==> config.mk <==
export PLATFORM = sky130hd
export DESIGN_NAME = odu_tributary_multiplexer
export DESIGN_NICKNAME = d
export VERILOG_FILES = /design/src/common/odu_mux_pkg.sv /design/src/design/odu_skid_buffer.sv /design/src/design/odu_limit_check.sv /design/src/design/odu_tributary_multiplexer.sv
export VERILOG_INCLUDE_DIRS = /design/src /design/src/common
export SDC_FILE = /design/constraint.sdc
export NUM_CORES = 2
export LEC_CHECK = 0
export BUFFER_PORTS_ARGS = -buffer_cell sky130_fd_sc_hd__buf_2
export CORE_MARGIN = 2
export CORE_UTILIZATION = 50
export DETAILED_ROUTE_END_ITERATION = 6
export PLACE_DENSITY = 0.74
export SLEW_MARGIN = 15
export SYNTH_ARGS = -nofsm -noshare
export SYNTH_HDL_FRONTEND = slang
export SYNTH_SLANG_ARGS = --single-unit
==> constraint.sdc <==
create_clock -name clk_sys_in -period 18.2 [get_ports clk_sys_in]
set_input_delay 3.64 -clock clk_sys_in [delete_from_list [all_inputs] [get_ports clk_sys_in]]
set_output_delay 3.64 -clock clk_sys_in [all_outputs]
set_load 0.05 [all_outputs]
==> src/common/odu_mux_defs.svh <==
/*
 * constants of the tributary multiplexer: widths, table depth, payload
 * type codes, tributary unit sizes, client limits and alignment word.
 * assumes inclusion by bare name from the package file.
 */
`ifndef ODU_MUX_DEFS_SVH
`define ODU_MUX_DEFS_SVH

// ----------------------------------------------------------------------------
// widths and depth
// ----------------------------------------------------------------------------
`define TRIB_DEPTH     80
`define TRIB_LAST      7'h4f
`define TRIB_IDX_W     7
`define DATA_W         32
`define TS_W           8
`define CNT_W          8
`define CN_N_W         4
`define MF_W           3

// ----------------------------------------------------------------------------
// group coding and alignment
// ----------------------------------------------------------------------------
`define PT_OPUK        8'h15
`define PT_OPUCN       8'h16
`define FAS_WORD       32'ha5a5_5a5a
`define CN_MULT        8'h0a

// ----------------------------------------------------------------------------
// tributary unit sizes in slots
// ----------------------------------------------------------------------------
`define TS_K_ODU0      8'h01
`define TS_K_ODU1      8'h02
`define TS_K_ODU2      8'h08
`define TS_K_ODU3      8'h1f
`define TS_C_ODU0      8'h01
`define TS_C_ODU1      8'h01
`define TS_C_ODU2      8'h02
`define TS_C_ODU3      8'h08
`define TS_C_ODU4      8'h14

// ----------------------------------------------------------------------------
// client limits per payload
// ----------------------------------------------------------------------------
`define LIM4_ODU0      8'h50
`define LIM4_ODU1      8'h28
`define LIM4_ODU2      8'h0a
`define LIM4_ODU3      8'h02
`define LIM25_ODU0     8'h14
`define LIM25_ODU1     8'h0a
`define LIM25_ODU2     8'h02
`define LIM50_ODU0     8'h28
`define LIM50_ODU1     8'h14
`define LIM50_ODU2     8'h05
`define LIM50_ODU3     8'h01

`endif

==> src/common/odu_mux_pkg.sv <==
/*
 * types of the tributary multiplexer: client kinds, payload modes,
 * controller states, table entry and controller state record.
 * assumes odu_mux_defs.svh is on the include path.
 */
`include "odu_mux_defs.svh"

package odu_mux_pkg;

   typedef enum logic [2:0] {
      CL_NONE  = 3'b000,
      CL_ODU0  = 3'b001,
      CL_ODU1  = 3'b010,
      CL_ODU2  = 3'b011,
      CL_ODU2E = 3'b100,
      CL_ODU3  = 3'b101,
      CL_ODU4  = 3'b110,
      CL_FLEX  = 3'b111
   } client_e;

   typedef enum logic [1:0] {
      HOP_OPU4  = 2'b00,
      HOP_OPU25 = 2'b01,
      HOP_OPU50 = 2'b10,
      HOP_OPUCN = 2'b11
   } hop_e;

   typedef enum logic [1:0] {
      ST_IDLE  = 2'b00,
      ST_SCAN  = 2'b01,
      ST_RUN   = 2'b10,
      ST_FAULT = 2'b11
   } mux_state_e;

   typedef struct packed {
      client_e           kind;
      logic [`TS_W-1:0]  ts;
   } trib_ent_s;

   typedef struct packed {
      mux_state_e                   st;
      logic                         busy;
      logic                         check;
      logic [`TRIB_IDX_W-1:0]       ent;
      logic [`TS_W-1:0]             rep;
      logic [`MF_W-1:0]             mf;
      hop_e                         hop;
      logic [`CN_N_W-1:0]           n;
      logic [7:0][`CNT_W-1:0]       cnt;
      logic                         bad_ts;
      logic                         ok;
      logic                         err;
      logic                         gsof;
      logic                         cli_rdy;
      logic [`TRIB_IDX_W-1:0]       slot;
      logic                         wr_refused;
   } mux_st_s;

endpackage

==> src/design/odu_skid_buffer.sv <==
/*
 * two-entry buffer between the slot sequencer and the group output.
 * assumes the writer pushes only while in_ready_out is high.
 */
module odu_skid_buffer
   import odu_mux_pkg::*;
#(
   parameter int W = 58
)
(
   input  wire logic          clk_sys_in,
   input  wire logic          sys_rst_in,
   input  wire logic          in_valid_in,
   input  wire logic [W-1:0]  in_data_in,
   output logic               in_ready_out,
   output logic               in_ready_next_out,
   output logic               out_valid_out,
   output logic [W-1:0]       out_data_out,
   input  wire logic          out_ready_in
);

   typedef struct packed {
      logic [W-1:0] head;
      logic         head_v;
      logic [W-1:0] skid;
      logic         skid_v;
   } buf_st_s;

   buf_st_s s_q;
   buf_st_s s_d;

   // ----------------------------------------------------------------------------
   // pop, refill from skid, then push
   // ----------------------------------------------------------------------------
   always_comb
   begin
      s_d = s_q;
      if (s_q.head_v && out_ready_in)
      begin
         s_d.head_v = 1'b0;
      end
      if (!s_d.head_v && s_q.skid_v)
      begin
         s_d.head   = s_q.skid;
         s_d.head_v = 1'b1;
         s_d.skid_v = 1'b0;
      end
      if (in_valid_in)
      begin
         if (!s_d.head_v)
         begin
            s_d.head   = in_data_in;
            s_d.head_v = 1'b1;
         end
         else
         begin
            s_d.skid   = in_data_in;
            s_d.skid_v = 1'b1;
         end
      end
   end

   always_ff @(posedge clk_sys_in)
   begin
      if (sys_rst_in)
      begin
         s_q <= '0;
      end
      else
      begin
         s_q <= s_d;
      end
   end

   assign in_ready_out      = !s_q.skid_v;
   assign in_ready_next_out = !s_d.skid_v;
   assign out_valid_out     = s_q.head_v;
   assign out_data_out      = s_q.head;

endmodule

==> src/design/odu_limit_check.sv <==
/*
 * judges the per-type client counts of a tributary table against the
 * limits of the selected higher-order payload.
 * assumes counts are stable while the result is sampled.
 */
module odu_limit_check
   import odu_mux_pkg::*;
(
   input  wire hop_e                      hop_in,
   input  wire logic [`CN_N_W-1:0]        n_in,
   input  wire logic [7:0][`CNT_W-1:0]    cnt_in,
   input  wire logic                      bad_ts_in,
   output logic                           ok_out
);

   logic [`CNT_W-1:0] ten_n;
   logic [7:0]        over;
   logic [`CNT_W:0]   sum_one;
   logic [`CNT_W:0]   sum_two;
   logic [`CNT_W+2:0] sum_all;
   logic              cn_bad;

   assign ten_n = `CNT_W'({4'h0, n_in} * `CN_MULT);

   function automatic logic [`CNT_W-1:0] lim(input hop_e h, input int t,
                                               input logic [`CNT_W-1:0] tn,
                                               input logic [`CN_N_W-1:0] nn);
      logic [`CNT_W-1:0] r;
      r = 8'h00;
      case (h)
         HOP_OPU4:
         begin
            case (t)
               1, 7:    r = `LIM4_ODU0;
               2:       r = `LIM4_ODU1;
               3, 4:    r = `LIM4_ODU2;
               5:       r = `LIM4_ODU3;
               default: r = 8'h00;
            endcase
         end
         HOP_OPU25:
         begin
            case (t)
               1, 7:    r = `LIM25_ODU0;
               2:       r = `LIM25_ODU1;
               3, 4:    r = `LIM25_ODU2;
               default: r = 8'h00;
            endcase
         end
         HOP_OPU50:
         begin
            case (t)
               1, 7:    r = `LIM50_ODU0;
               2:       r = `LIM50_ODU1;
               3, 4:    r = `LIM50_ODU2;
               5:       r = `LIM50_ODU3;
               default: r = 8'h00;
            endcase
         end
         HOP_OPUCN:
         begin
            case (t)
               5:       r = {2'b00, tn[`CNT_W-1:2]};
               6:       r = {4'h0, nn};
               default: r = tn;
            endcase
         end
         default: r = 8'h00;
      endcase
      return r;
   endfunction

   // ----------------------------------------------------------------------------
   // per-type limit compare
   // ----------------------------------------------------------------------------
   assign over[0] = 1'b0;
   for (genvar t = 1; t < 8; t++)
   begin : g_type
      assign over[t] = cnt_in[t] > lim(hop_in, t, ten_n, n_in);
   end

   // ----------------------------------------------------------------------------
   // unit-size sums for the beyond-100G payload
   // ----------------------------------------------------------------------------
   always_comb
   begin
      sum_one = {1'b0, cnt_in[1]} + {1'b0, cnt_in[2]};
      sum_two = {1'b0, cnt_in[3]} + {1'b0, cnt_in[4]};
      sum_all = {2'b00, sum_one} + {2'b00, sum_two} + {3'b000, cnt_in[5]}
              + {3'b000, cnt_in[6]} + {3'b000, cnt_in[7]};
      cn_bad  = (hop_in == HOP_OPUCN) &&
                ((n_in == 4'h0) || (sum_one > {1'b0, ten_n}) ||
                 (sum_two > {1'b0, ten_n}) || (sum_all > {3'b000, ten_n}));
      ok_out  = !(|over) && !bad_ts_in && !cn_bad;
   end

endmodule

==> src/design/odu_tributary_multiplexer.sv <==
/*
 * tributary multiplexer: holds a table of client tributaries, checks it
 * against the payload limits, then walks the table slot by slot, inserts
 * frame alignment words, takes client words or justification stuff and
 * hands the group words to a two-entry buffer toward the framer.
 * assumes client and framer logic run on clk_sys_in.
 */
module odu_tributary_multiplexer
   import odu_mux_pkg::*;
(
   input  wire logic                       clk_sys_in,
   input  wire logic                       sys_rst_in,
   input  wire logic                       cfg_wr_in,
   input  wire logic [`TRIB_IDX_W-1:0]     cfg_idx_in,
   input  wire logic [2:0]                 cfg_kind_in,
   input  wire logic [`TS_W-1:0]           cfg_ts_in,
   input  wire logic [1:0]                 cfg_hop_in,
   input  wire logic [`CN_N_W-1:0]         cfg_n_in,
   input  wire logic                       cfg_apply_in,
   input  wire logic                       cfg_stop_in,
   output logic                            cfg_busy_out,
   output logic                            cfg_ok_out,
   output logic                            cfg_err_out,
   output logic                            cfg_wr_refused_out,
   output logic                            cli_ready_out,
   output logic [`TRIB_IDX_W-1:0]          slot_trib_out,
   input  wire logic                       cli_valid_in,
   input  wire logic [`TRIB_IDX_W-1:0]     cli_idx_in,
   input  wire logic [`DATA_W-1:0]         cli_data_in,
   output logic                            out_valid_out,
   input  wire logic                       out_ready_in,
   output logic [`DATA_W-1:0]              out_data_out,
   output logic [`TRIB_IDX_W-1:0]          out_trib_out,
   output logic [`TS_W-1:0]                out_tu_ts_out,
   output logic [7:0]                      out_pt_out,
   output logic                            out_stuff_out,
   output logic                            out_fas_out,
   output logic                            out_gsof_out
);

   localparam int WORD_W = `DATA_W + `TRIB_IDX_W + `TS_W + 8 + 3;

   mux_st_s              s_q;
   mux_st_s              s_d;
   trib_ent_s            tab_q [`TRIB_DEPTH];
   trib_ent_s            ent_cur;
   trib_ent_s            ent_nxt;
   logic [`TS_W-1:0]     ts_cur;
   logic                 chk_ok;
   logic                 push;
   logic                 take;
   logic                 fas_now;
   logic [WORD_W-1:0]    word;
   logic [WORD_W-1:0]    word_out;
   logic                 buf_ready;
   logic                 buf_ready_next;
   logic                 tab_open;

   // ----------------------------------------------------------------------------
   // tributary unit size of one table entry
   // ----------------------------------------------------------------------------
   function automatic logic [`TS_W-1:0] tu_slots(input hop_e h, input trib_ent_s e);
      logic [`TS_W-1:0] r;
      r = 8'h00;
      if (h == HOP_OPUCN)
      begin
         case (e.kind)
            CL_ODU0:           r = `TS_C_ODU0;
            CL_ODU1:           r = `TS_C_ODU1;
            CL_ODU2, CL_ODU2E: r = `TS_C_ODU2;
            CL_ODU3:           r = `TS_C_ODU3;
            CL_ODU4:           r = `TS_C_ODU4;
            CL_FLEX:           r = e.ts;
            default:           r = 8'h00;
         endcase
      end
      else
      begin
         case (e.kind)
            CL_ODU0:           r = `TS_K_ODU0;
            CL_ODU1:           r = `TS_K_ODU1;
            CL_ODU2, CL_ODU2E: r = `TS_K_ODU2;
            CL_ODU3:           r = `TS_K_ODU3;
            CL_FLEX:           r = e.ts;
            default:           r = 8'h00;
         endcase
      end
      return r;
   endfunction

   // ----------------------------------------------------------------------------
   // submodules
   // ----------------------------------------------------------------------------
   odu_limit_check u_check
   (
      .hop_in    (s_q.hop),
      .n_in      (s_q.n),
      .cnt_in    (s_q.cnt),
      .bad_ts_in (s_q.bad_ts),
      .ok_out    (chk_ok)
   );

   odu_skid_buffer #(
      .W (WORD_W)
   ) u_buf
   (
      .clk_sys_in        (clk_sys_in),
      .sys_rst_in        (sys_rst_in),
      .in_valid_in       (push),
      .in_data_in        (word),
      .in_ready_out      (buf_ready),
      .in_ready_next_out (buf_ready_next),
      .out_valid_out     (out_valid_out),
      .out_data_out      (word_out),
      .out_ready_in      (out_ready_in)
   );

   // ----------------------------------------------------------------------------
   // current slot word
   // ----------------------------------------------------------------------------
   assign ent_cur = tab_q[s_q.ent];
   assign ts_cur  = tu_slots(s_q.hop, ent_cur);
   assign fas_now = (s_q.rep == 8'h00) && (s_q.mf == 3'h0);
   assign take    = s_q.cli_rdy && cli_valid_in && (cli_idx_in == s_q.ent);
   assign push    = (s_q.st == ST_RUN) && !cfg_stop_in && buf_ready
                    && (ent_cur.kind != CL_NONE);

   always_comb
   begin
      word = '0;
      word[`DATA_W-1:0] = fas_now ? `FAS_WORD :
                          (take ? cli_data_in : 32'h0000_0000);
      word[`DATA_W +: `TRIB_IDX_W] = s_q.ent;
      word[`DATA_W + `TRIB_IDX_W +: `TS_W] = ts_cur;
      word[`DATA_W + `TRIB_IDX_W + `TS_W +: 8] =
         (s_q.hop == HOP_OPUCN) ? `PT_OPUCN : `PT_OPUK;
      word[WORD_W-3] = !fas_now && !take;   // gmp justification stuff
      word[WORD_W-2] = fas_now;
      word[WORD_W-1] = s_q.gsof;
   end

   // ----------------------------------------------------------------------------
   // controller
   // ----------------------------------------------------------------------------
   assign tab_open = (s_q.st == ST_IDLE) || (s_q.st == ST_FAULT);

   always_comb
   begin
      s_d = s_q;
      s_d.cli_rdy    = 1'b0;
      s_d.wr_refused = cfg_wr_in && !tab_open;
      case (s_q.st)
         ST_IDLE, ST_FAULT:
         begin
            if (cfg_apply_in)
            begin
               s_d.st     = ST_SCAN;
               s_d.busy   = 1'b1;
               s_d.check  = 1'b0;
               s_d.ent    = '0;
               s_d.cnt    = '0;
               s_d.bad_ts = 1'b0;
               s_d.hop    = hop_e'(cfg_hop_in);
               s_d.n      = cfg_n_in;
               s_d.ok     = 1'b0;
               s_d.err    = 1'b0;
            end
         end
         ST_SCAN:
         begin
            if (s_q.check)
            begin
               s_d.check = 1'b0;
               s_d.ent   = '0;
               s_d.rep   = '0;
               s_d.mf    = '0;
               s_d.gsof  = 1'b1;
               s_d.busy  = 1'b0;
               if (chk_ok)
               begin
                  s_d.st = ST_RUN;
                  s_d.ok = 1'b1;
               end
               else
               begin
                  s_d.st  = ST_FAULT;
                  s_d.err = 1'b1;
               end
            end
            else
            begin
               if (ent_cur.kind != CL_NONE)
               begin
                  s_d.cnt[ent_cur.kind] = s_q.cnt[ent_cur.kind] + 8'h01;
               end
               if ((ent_cur.kind == CL_FLEX) && (ent_cur.ts == 8'h00))
               begin
                  s_d.bad_ts = 1'b1;
               end
               if (s_q.ent == `TRIB_LAST)
               begin
                  s_d.check = 1'b1;
               end
               else
               begin
                  s_d.ent = s_q.ent + 7'h01;
               end
            end
         end
         ST_RUN:
         begin
            if (cfg_stop_in)
            begin
               s_d.st = ST_IDLE;
               s_d.ok = 1'b0;
            end
            else if (buf_ready)
            begin
               if (push)
               begin
                  s_d.gsof = 1'b0;
               end
               if ((ent_cur.kind != CL_NONE) && (s_q.rep + 8'h01 < ts_cur))
               begin
                  s_d.rep = s_q.rep + 8'h01;
               end
               else
               begin
                  s_d.rep = '0;
                  if (s_q.ent == `TRIB_LAST)
                  begin
                     s_d.ent  = '0;
                     s_d.mf   = s_q.mf + 3'h1;
                     s_d.gsof = 1'b1;
                  end
                  else
                  begin
                     s_d.ent = s_q.ent + 7'h01;
                  end
               end
            end
         end
         default:
         begin
            s_d.st = ST_IDLE;
         end
      endcase
      s_d.slot = s_d.ent;
   end

   // offer the next slot to clients only when it will really execute, unless cfg_stop_in is high in that cycle
   assign ent_nxt = tab_q[s_d.ent];

   always_ff @(posedge clk_sys_in)
   begin
      if (sys_rst_in)
      begin
         s_q <= '0;
      end
      else
      begin
         s_q         <= s_d;
         s_q.cli_rdy <= (s_d.st == ST_RUN) && buf_ready_next && (ent_nxt.kind != CL_NONE)
                        && !((s_d.rep == 8'h00) && (s_d.mf == 3'h0));
      end
   end

   // ----------------------------------------------------------------------------
   // tributary table
   // ----------------------------------------------------------------------------
   always_ff @(posedge clk_sys_in)
   begin
      if (sys_rst_in)
      begin
         for (int i = 0; i < `TRIB_DEPTH; i++)
         begin
            tab_q[i] <= '0;
         end
      end
      else if (cfg_wr_in && tab_open && (cfg_idx_in <= `TRIB_LAST))
      begin
         tab_q[cfg_idx_in] <= '{kind: client_e'(cfg_kind_in), ts: cfg_ts_in};
      end
   end

   // ----------------------------------------------------------------------------
   // outputs
   // ----------------------------------------------------------------------------
   assign cfg_busy_out       = s_q.busy;
   assign cfg_ok_out         = s_q.ok;
   assign cfg_err_out        = s_q.err;
   assign cfg_wr_refused_out = s_q.wr_refused;
   assign cli_ready_out      = s_q.cli_rdy;
   assign slot_trib_out      = s_q.slot;
   assign out_data_out       = word_out[`DATA_W-1:0];
   assign out_trib_out       = word_out[`DATA_W +: `TRIB_IDX_W];
   assign out_tu_ts_out      = word_out[`DATA_W + `TRIB_IDX_W +: `TS_W];
   assign out_pt_out         = word_out[`DATA_W + `TRIB_IDX_W + `TS_W +: 8];
   assign out_stuff_out      = word_out[WORD_W-3];
   assign out_fas_out        = word_out[WORD_W-2];
   assign out_gsof_out       = word_out[WORD_W-1];

endmodule

==> metrics.log <==
[metrics] Final Max Tran Viols: 0
[metrics] Clock Latency Late Sink: 0.83 ns
[metrics] final core utilization: 56.26%
[metrics] Starting Density: 50.39%
[metrics] cell with the largest stage delay on the worst path: sky130_fd_sc_hd__buf_4
[metrics] most frequently used flop master after synthesis: sky130_fd_sc_hd__edfxtp_1
[metrics] via count: 49,100
[metrics] largest cells by area after synthesis: sky130_fd_sc_hd__edfxtp_1, sky130_fd_sc_hd__mux4_2, sky130_fd_sc_hd__and2_1
[metrics] largest net degree at the start of global routing: 121
[metrics] 1st-pass router iterations: 6
[metrics] overall die height: 398.0 um
[metrics] largest buffer count on any clock path: 3
[metrics] DRC violation count after routing: 0
[metrics] period utilisation layout: 58.11%
[metrics] maximum operating frequency: 94.55 MHz
[metrics] worst-case hold path end point: u_buf.s_q[16]
[metrics] Total Wirelength: 202,900 um
[metrics] Crit Path Max Fanout: 120
[metrics] final setup fails: 0
[metrics] run status: finished clean
[metrics] RSZ-0062 raised after global routing: false
[metrics] area share of the largest cell type after synthesis: 54.47%
[metrics] Setup TNS Final: 0 ns
[metrics] met1 usage in global routing: 35.14%
[metrics] clock transition at the registers of the reported paths: 0.06 ns
[metrics] detail-routed net length per standard cell: 24.52 um
[metrics] Final HPWL DP: 133,900 um
[metrics] sequential element share of the synthesized area: 59.91%
[metrics] type of element launching the critical path: flop
[metrics] Inserted Clock Buffers: 166
[metrics] total number of clock tree sinks: 1,619
[metrics] Distinct cells, synth: 98
[metrics] Crit Path Class: reg -> reg
[metrics] synthesized area per cell: 13.74 sq um
[metrics] initial antenna violation count: 9
[metrics] Worst Hold Launch: u_buf.s_q[16]
[metrics] leakage power summed over all cells: 31.76 nW
[metrics] Pwr Density: 93.16 nW/um^2
[metrics] fraction of layout instances using a drive strength above 1: 16.27%
[metrics] highest cell delay on the worst timing path: 0.87 ns
[metrics] area of the placeable core: 154,000 sq um
[metrics] IO Count: 141
[metrics] FF-to-FF setup slack: 7.62 ns
[metrics] worst hold path depth: 2
[metrics] Global Route Usage Sum: 25.60%
[metrics] die footprint: 158,400 sq um
[metrics] worst r2r dst: cli_ready_out
[metrics] global-route wire length before repair: 303,900 um
[metrics] number of nets with antenna violations after routing: 0
[metrics] kind of path behind the tightest hold check: reg -> reg
[metrics] Horiz. Die Dim: 398.0 um
[metrics] leading area contributor after synthesis: sky130_fd_sc_hd__edfxtp_1
[metrics] Max Cap Violations: 0
[metrics] master cell of the clock root buffer: sky130_fd_sc_hd__clkbuf_16
[metrics] Layout area overhead: 11.66%
[metrics] post_cts resized: 0
[metrics] overflow left after global routing: 0
[metrics] startpoint of the worst register-to-register path: slot_trib_out[0]
[metrics] routability cong.: 0.9856
[metrics] worst endpoint data arrival time: 11.27 ns
[metrics] Post-synth EDFFs: 1,408
[metrics] r2r worst-path depth: 27
[metrics] area of the mapped netlist: 77,620 sq um
[metrics] Starting DRT DRC Count: 6,153
[metrics] maximum clock skew at final layout: 0.04993 ns
[metrics] highest-count cells in the layout ignoring fill and taps: sky130_fd_sc_hd__edfxtp_1, sky130_fd_sc_hd__and2_1, sky130_fd_sc_hd__conb_1
[metrics] maximum VDD drop: 98.57 uV
[metrics] Port-buffer cells: 140
[metrics] TritonCTS clock tree: done
[metrics] worst slew margin relative to its limit: 20.02%
[metrics] commonest non-fill, non-tap cell in the layout: sky130_fd_sc_hd__edfxtp_1
[metrics] count of yosys warnings during synthesis: 0
[metrics] number of nets in the final layout: 6,310
[metrics] Seq cells post-synth: 1,619
[metrics] num rows: 144
[metrics] global-route met2 utilization: 39.89%
[metrics] required time of the worst setup path: 18.89 ns
[metrics] slew at the pin closest to its max-slew limit: 1.200 ns
[metrics] endpoints failing hold: 0
[metrics] most heavily used metal layer in global routing: met2
[metrics] drt via density: 5.935
[metrics] min cycle time layout: 10.58 ns
[metrics] number of levels in the clock H-tree: 4
[metrics] hold buffer count at cts: 0
[metrics] share of flip-flops with an asynchronous set or reset after synthesis: 0%
[metrics] setup fix buffers added after clock tree synthesis: 0
[metrics] via count of the first global-routing pass: 47,950
[metrics] sort of element at the end of the critical path: flop
[metrics] number of standard cells after synthesis: 5,651
[metrics] GRT met3 Usage: 5.490%
## how the worst max path moves through the flow
stage	endpoint	cells past startpoint	start
2_1_floorplan	cli_ready_out	30	slot_trib_out[0]
3_3_place_gp	cli_ready_out	28	slot_trib_out[0]
3_5_place_dp	cli_ready_out	28	slot_trib_out[0]
4_1_cts	cli_ready_out	28	slot_trib_out[0]
5_1_grt	cli_ready_out	27	slot_trib_out[0]
6_report	cli_ready_out	27	slot_trib_out[0]
## power by group
part           leakage (nW)  switching (mW)  total [mW]  internal [mW]
Combinational          13.2           0.316       0.497          0.181
Sequential             16.0          0.0696        4.27           4.21
Clock                  2.54            1.45        3.30           1.85
## cell usage after synthesis (8+ instances only)
| cell | n |
|---|---|
| sky130_fd_sc_hd__a211oi_1 | 100 |
| sky130_fd_sc_hd__a21o_1 | 23 |
| sky130_fd_sc_hd__a21oi_1 | 193 |
| sky130_fd_sc_hd__a22oi_1 | 85 |
| sky130_fd_sc_hd__a31oi_1 | 41 |
| sky130_fd_sc_hd__and2_1 | 906 |
| sky130_fd_sc_hd__and3_1 | 10 |
| sky130_fd_sc_hd__buf_1 | 32 |
| sky130_fd_sc_hd__buf_2 | 35 |
| sky130_fd_sc_hd__buf_4 | 76 |
| sky130_fd_sc_hd__buf_6 | 18 |
| sky130_fd_sc_hd__clkbuf_1 | 320 |
| sky130_fd_sc_hd__dfxtp_1 | 211 |
| sky130_fd_sc_hd__edfxtp_1 | 1408 |
| sky130_fd_sc_hd__fa_1 | 20 |
| sky130_fd_sc_hd__ha_1 | 124 |
| sky130_fd_sc_hd__inv_1 | 86 |
| sky130_fd_sc_hd__mux2_2 | 48 |
| sky130_fd_sc_hd__mux2i_1 | 172 |
| sky130_fd_sc_hd__mux4_2 | 372 |
| sky130_fd_sc_hd__nand2_1 | 234 |
| sky130_fd_sc_hd__nand2b_1 | 20 |
| sky130_fd_sc_hd__nand3_1 | 82 |
| sky130_fd_sc_hd__nand4_1 | 27 |
| sky130_fd_sc_hd__nand4b_1 | 8 |
| sky130_fd_sc_hd__nor2_1 | 376 |
| sky130_fd_sc_hd__nor2b_1 | 48 |
| sky130_fd_sc_hd__nor3_1 | 94 |
| sky130_fd_sc_hd__nor4_1 | 31 |
| sky130_fd_sc_hd__o211ai_1 | 15 |
| sky130_fd_sc_hd__o21a_1 | 17 |
| sky130_fd_sc_hd__o21ai_0 | 85 |
| sky130_fd_sc_hd__o21bai_1 | 17 |
| sky130_fd_sc_hd__o22ai_1 | 22 |
| sky130_fd_sc_hd__o311ai_0 | 12 |
| sky130_fd_sc_hd__o31ai_1 | 26 |
| sky130_fd_sc_hd__or2_2 | 89 |
| sky130_fd_sc_hd__xnor2_1 | 32 |
| sky130_fd_sc_hd__xor2_1 | 12 |
## cell families after synthesis
family	Yosys count	synth area share (%)
AND/OR/NAND/NOR	1953	13.62
multiplexers	594	13.75
XOR/XNOR	44	0.4965
adder cells (fa/ha/maj)	144	2.515
buffers and inverters	573	3.425
flip-flops	1619	59.91
AO/OA/AOI/OAI	723	6.286
other	1	0.004831
## per-layer routing
layer / routed length, um / up-vias
met1: 80100 / 24550
met3: 20320 / 475
met5: 72 / -
met4: 8764 / 10
met2: 93610 / 2601
li1: - / 21460
## critical path, delay by kind of cell (launching register included)
kind	cells	cell delay, ns
AND/OR/NAND/NOR	7	2.74
AO/OA/AOI/OAI	11	2.67
buffers and inverters	4	2.20
multiplexers	4	1.25
flip-flops	1	0.74
adder cells (fa/ha/maj)	1	0.24
## stage by stage
step | total power, mW | setup WS, ns | instance area, sq um | hold WS [ns] | cells
2_1_floorplan | 4.653 | 10.59 | 79600 | 0.4257 | 6178
3_3_place_gp | 4.820 | 8.050 | 81410 | 0.4364 | 7972
3_5_place_dp | 4.838 | 7.849 | 81410 | 0.4432 | 7972
4_1_cts | 8.111 | 7.821 | 86650 | 0.4533 | 8265
5_1_grt | 8.311 | 6.910 | 86650 | 0.4749 | 8265
6_report | 8.074 | 7.623 | 86670 | 0.4527 | 8272
## registers in the layout, summed over array words and instances (netlist names)
name,flops
s_q,86
cfg_err_out,1
u_buf.out_data_out,58
cli_ready_out,1
u_buf.s_q,54
cfg_ok_out,1
tab_q,1408
cfg_wr_refused_out,1
u_buf.out_valid_out,1
cfg_busy_out,1
slot_trib_out,7
## final cells by class
type / count / area [sq um]
Fill cell: 12150 / 67380
Sequential cell: 1619 / 46520
Multi-Input combinational cell: 3986 / 30500
Clock buffer: 212 / 4388
Tap cell: 2044 / 2557
Timing Repair Buffer: 234 / 1505
Clock inverter: 81 / 843.3
Inverter: 89 / 339.1
Antenna cell: 7 / 17.52
No activity file was read; power rests on OpenSTA's default activity.
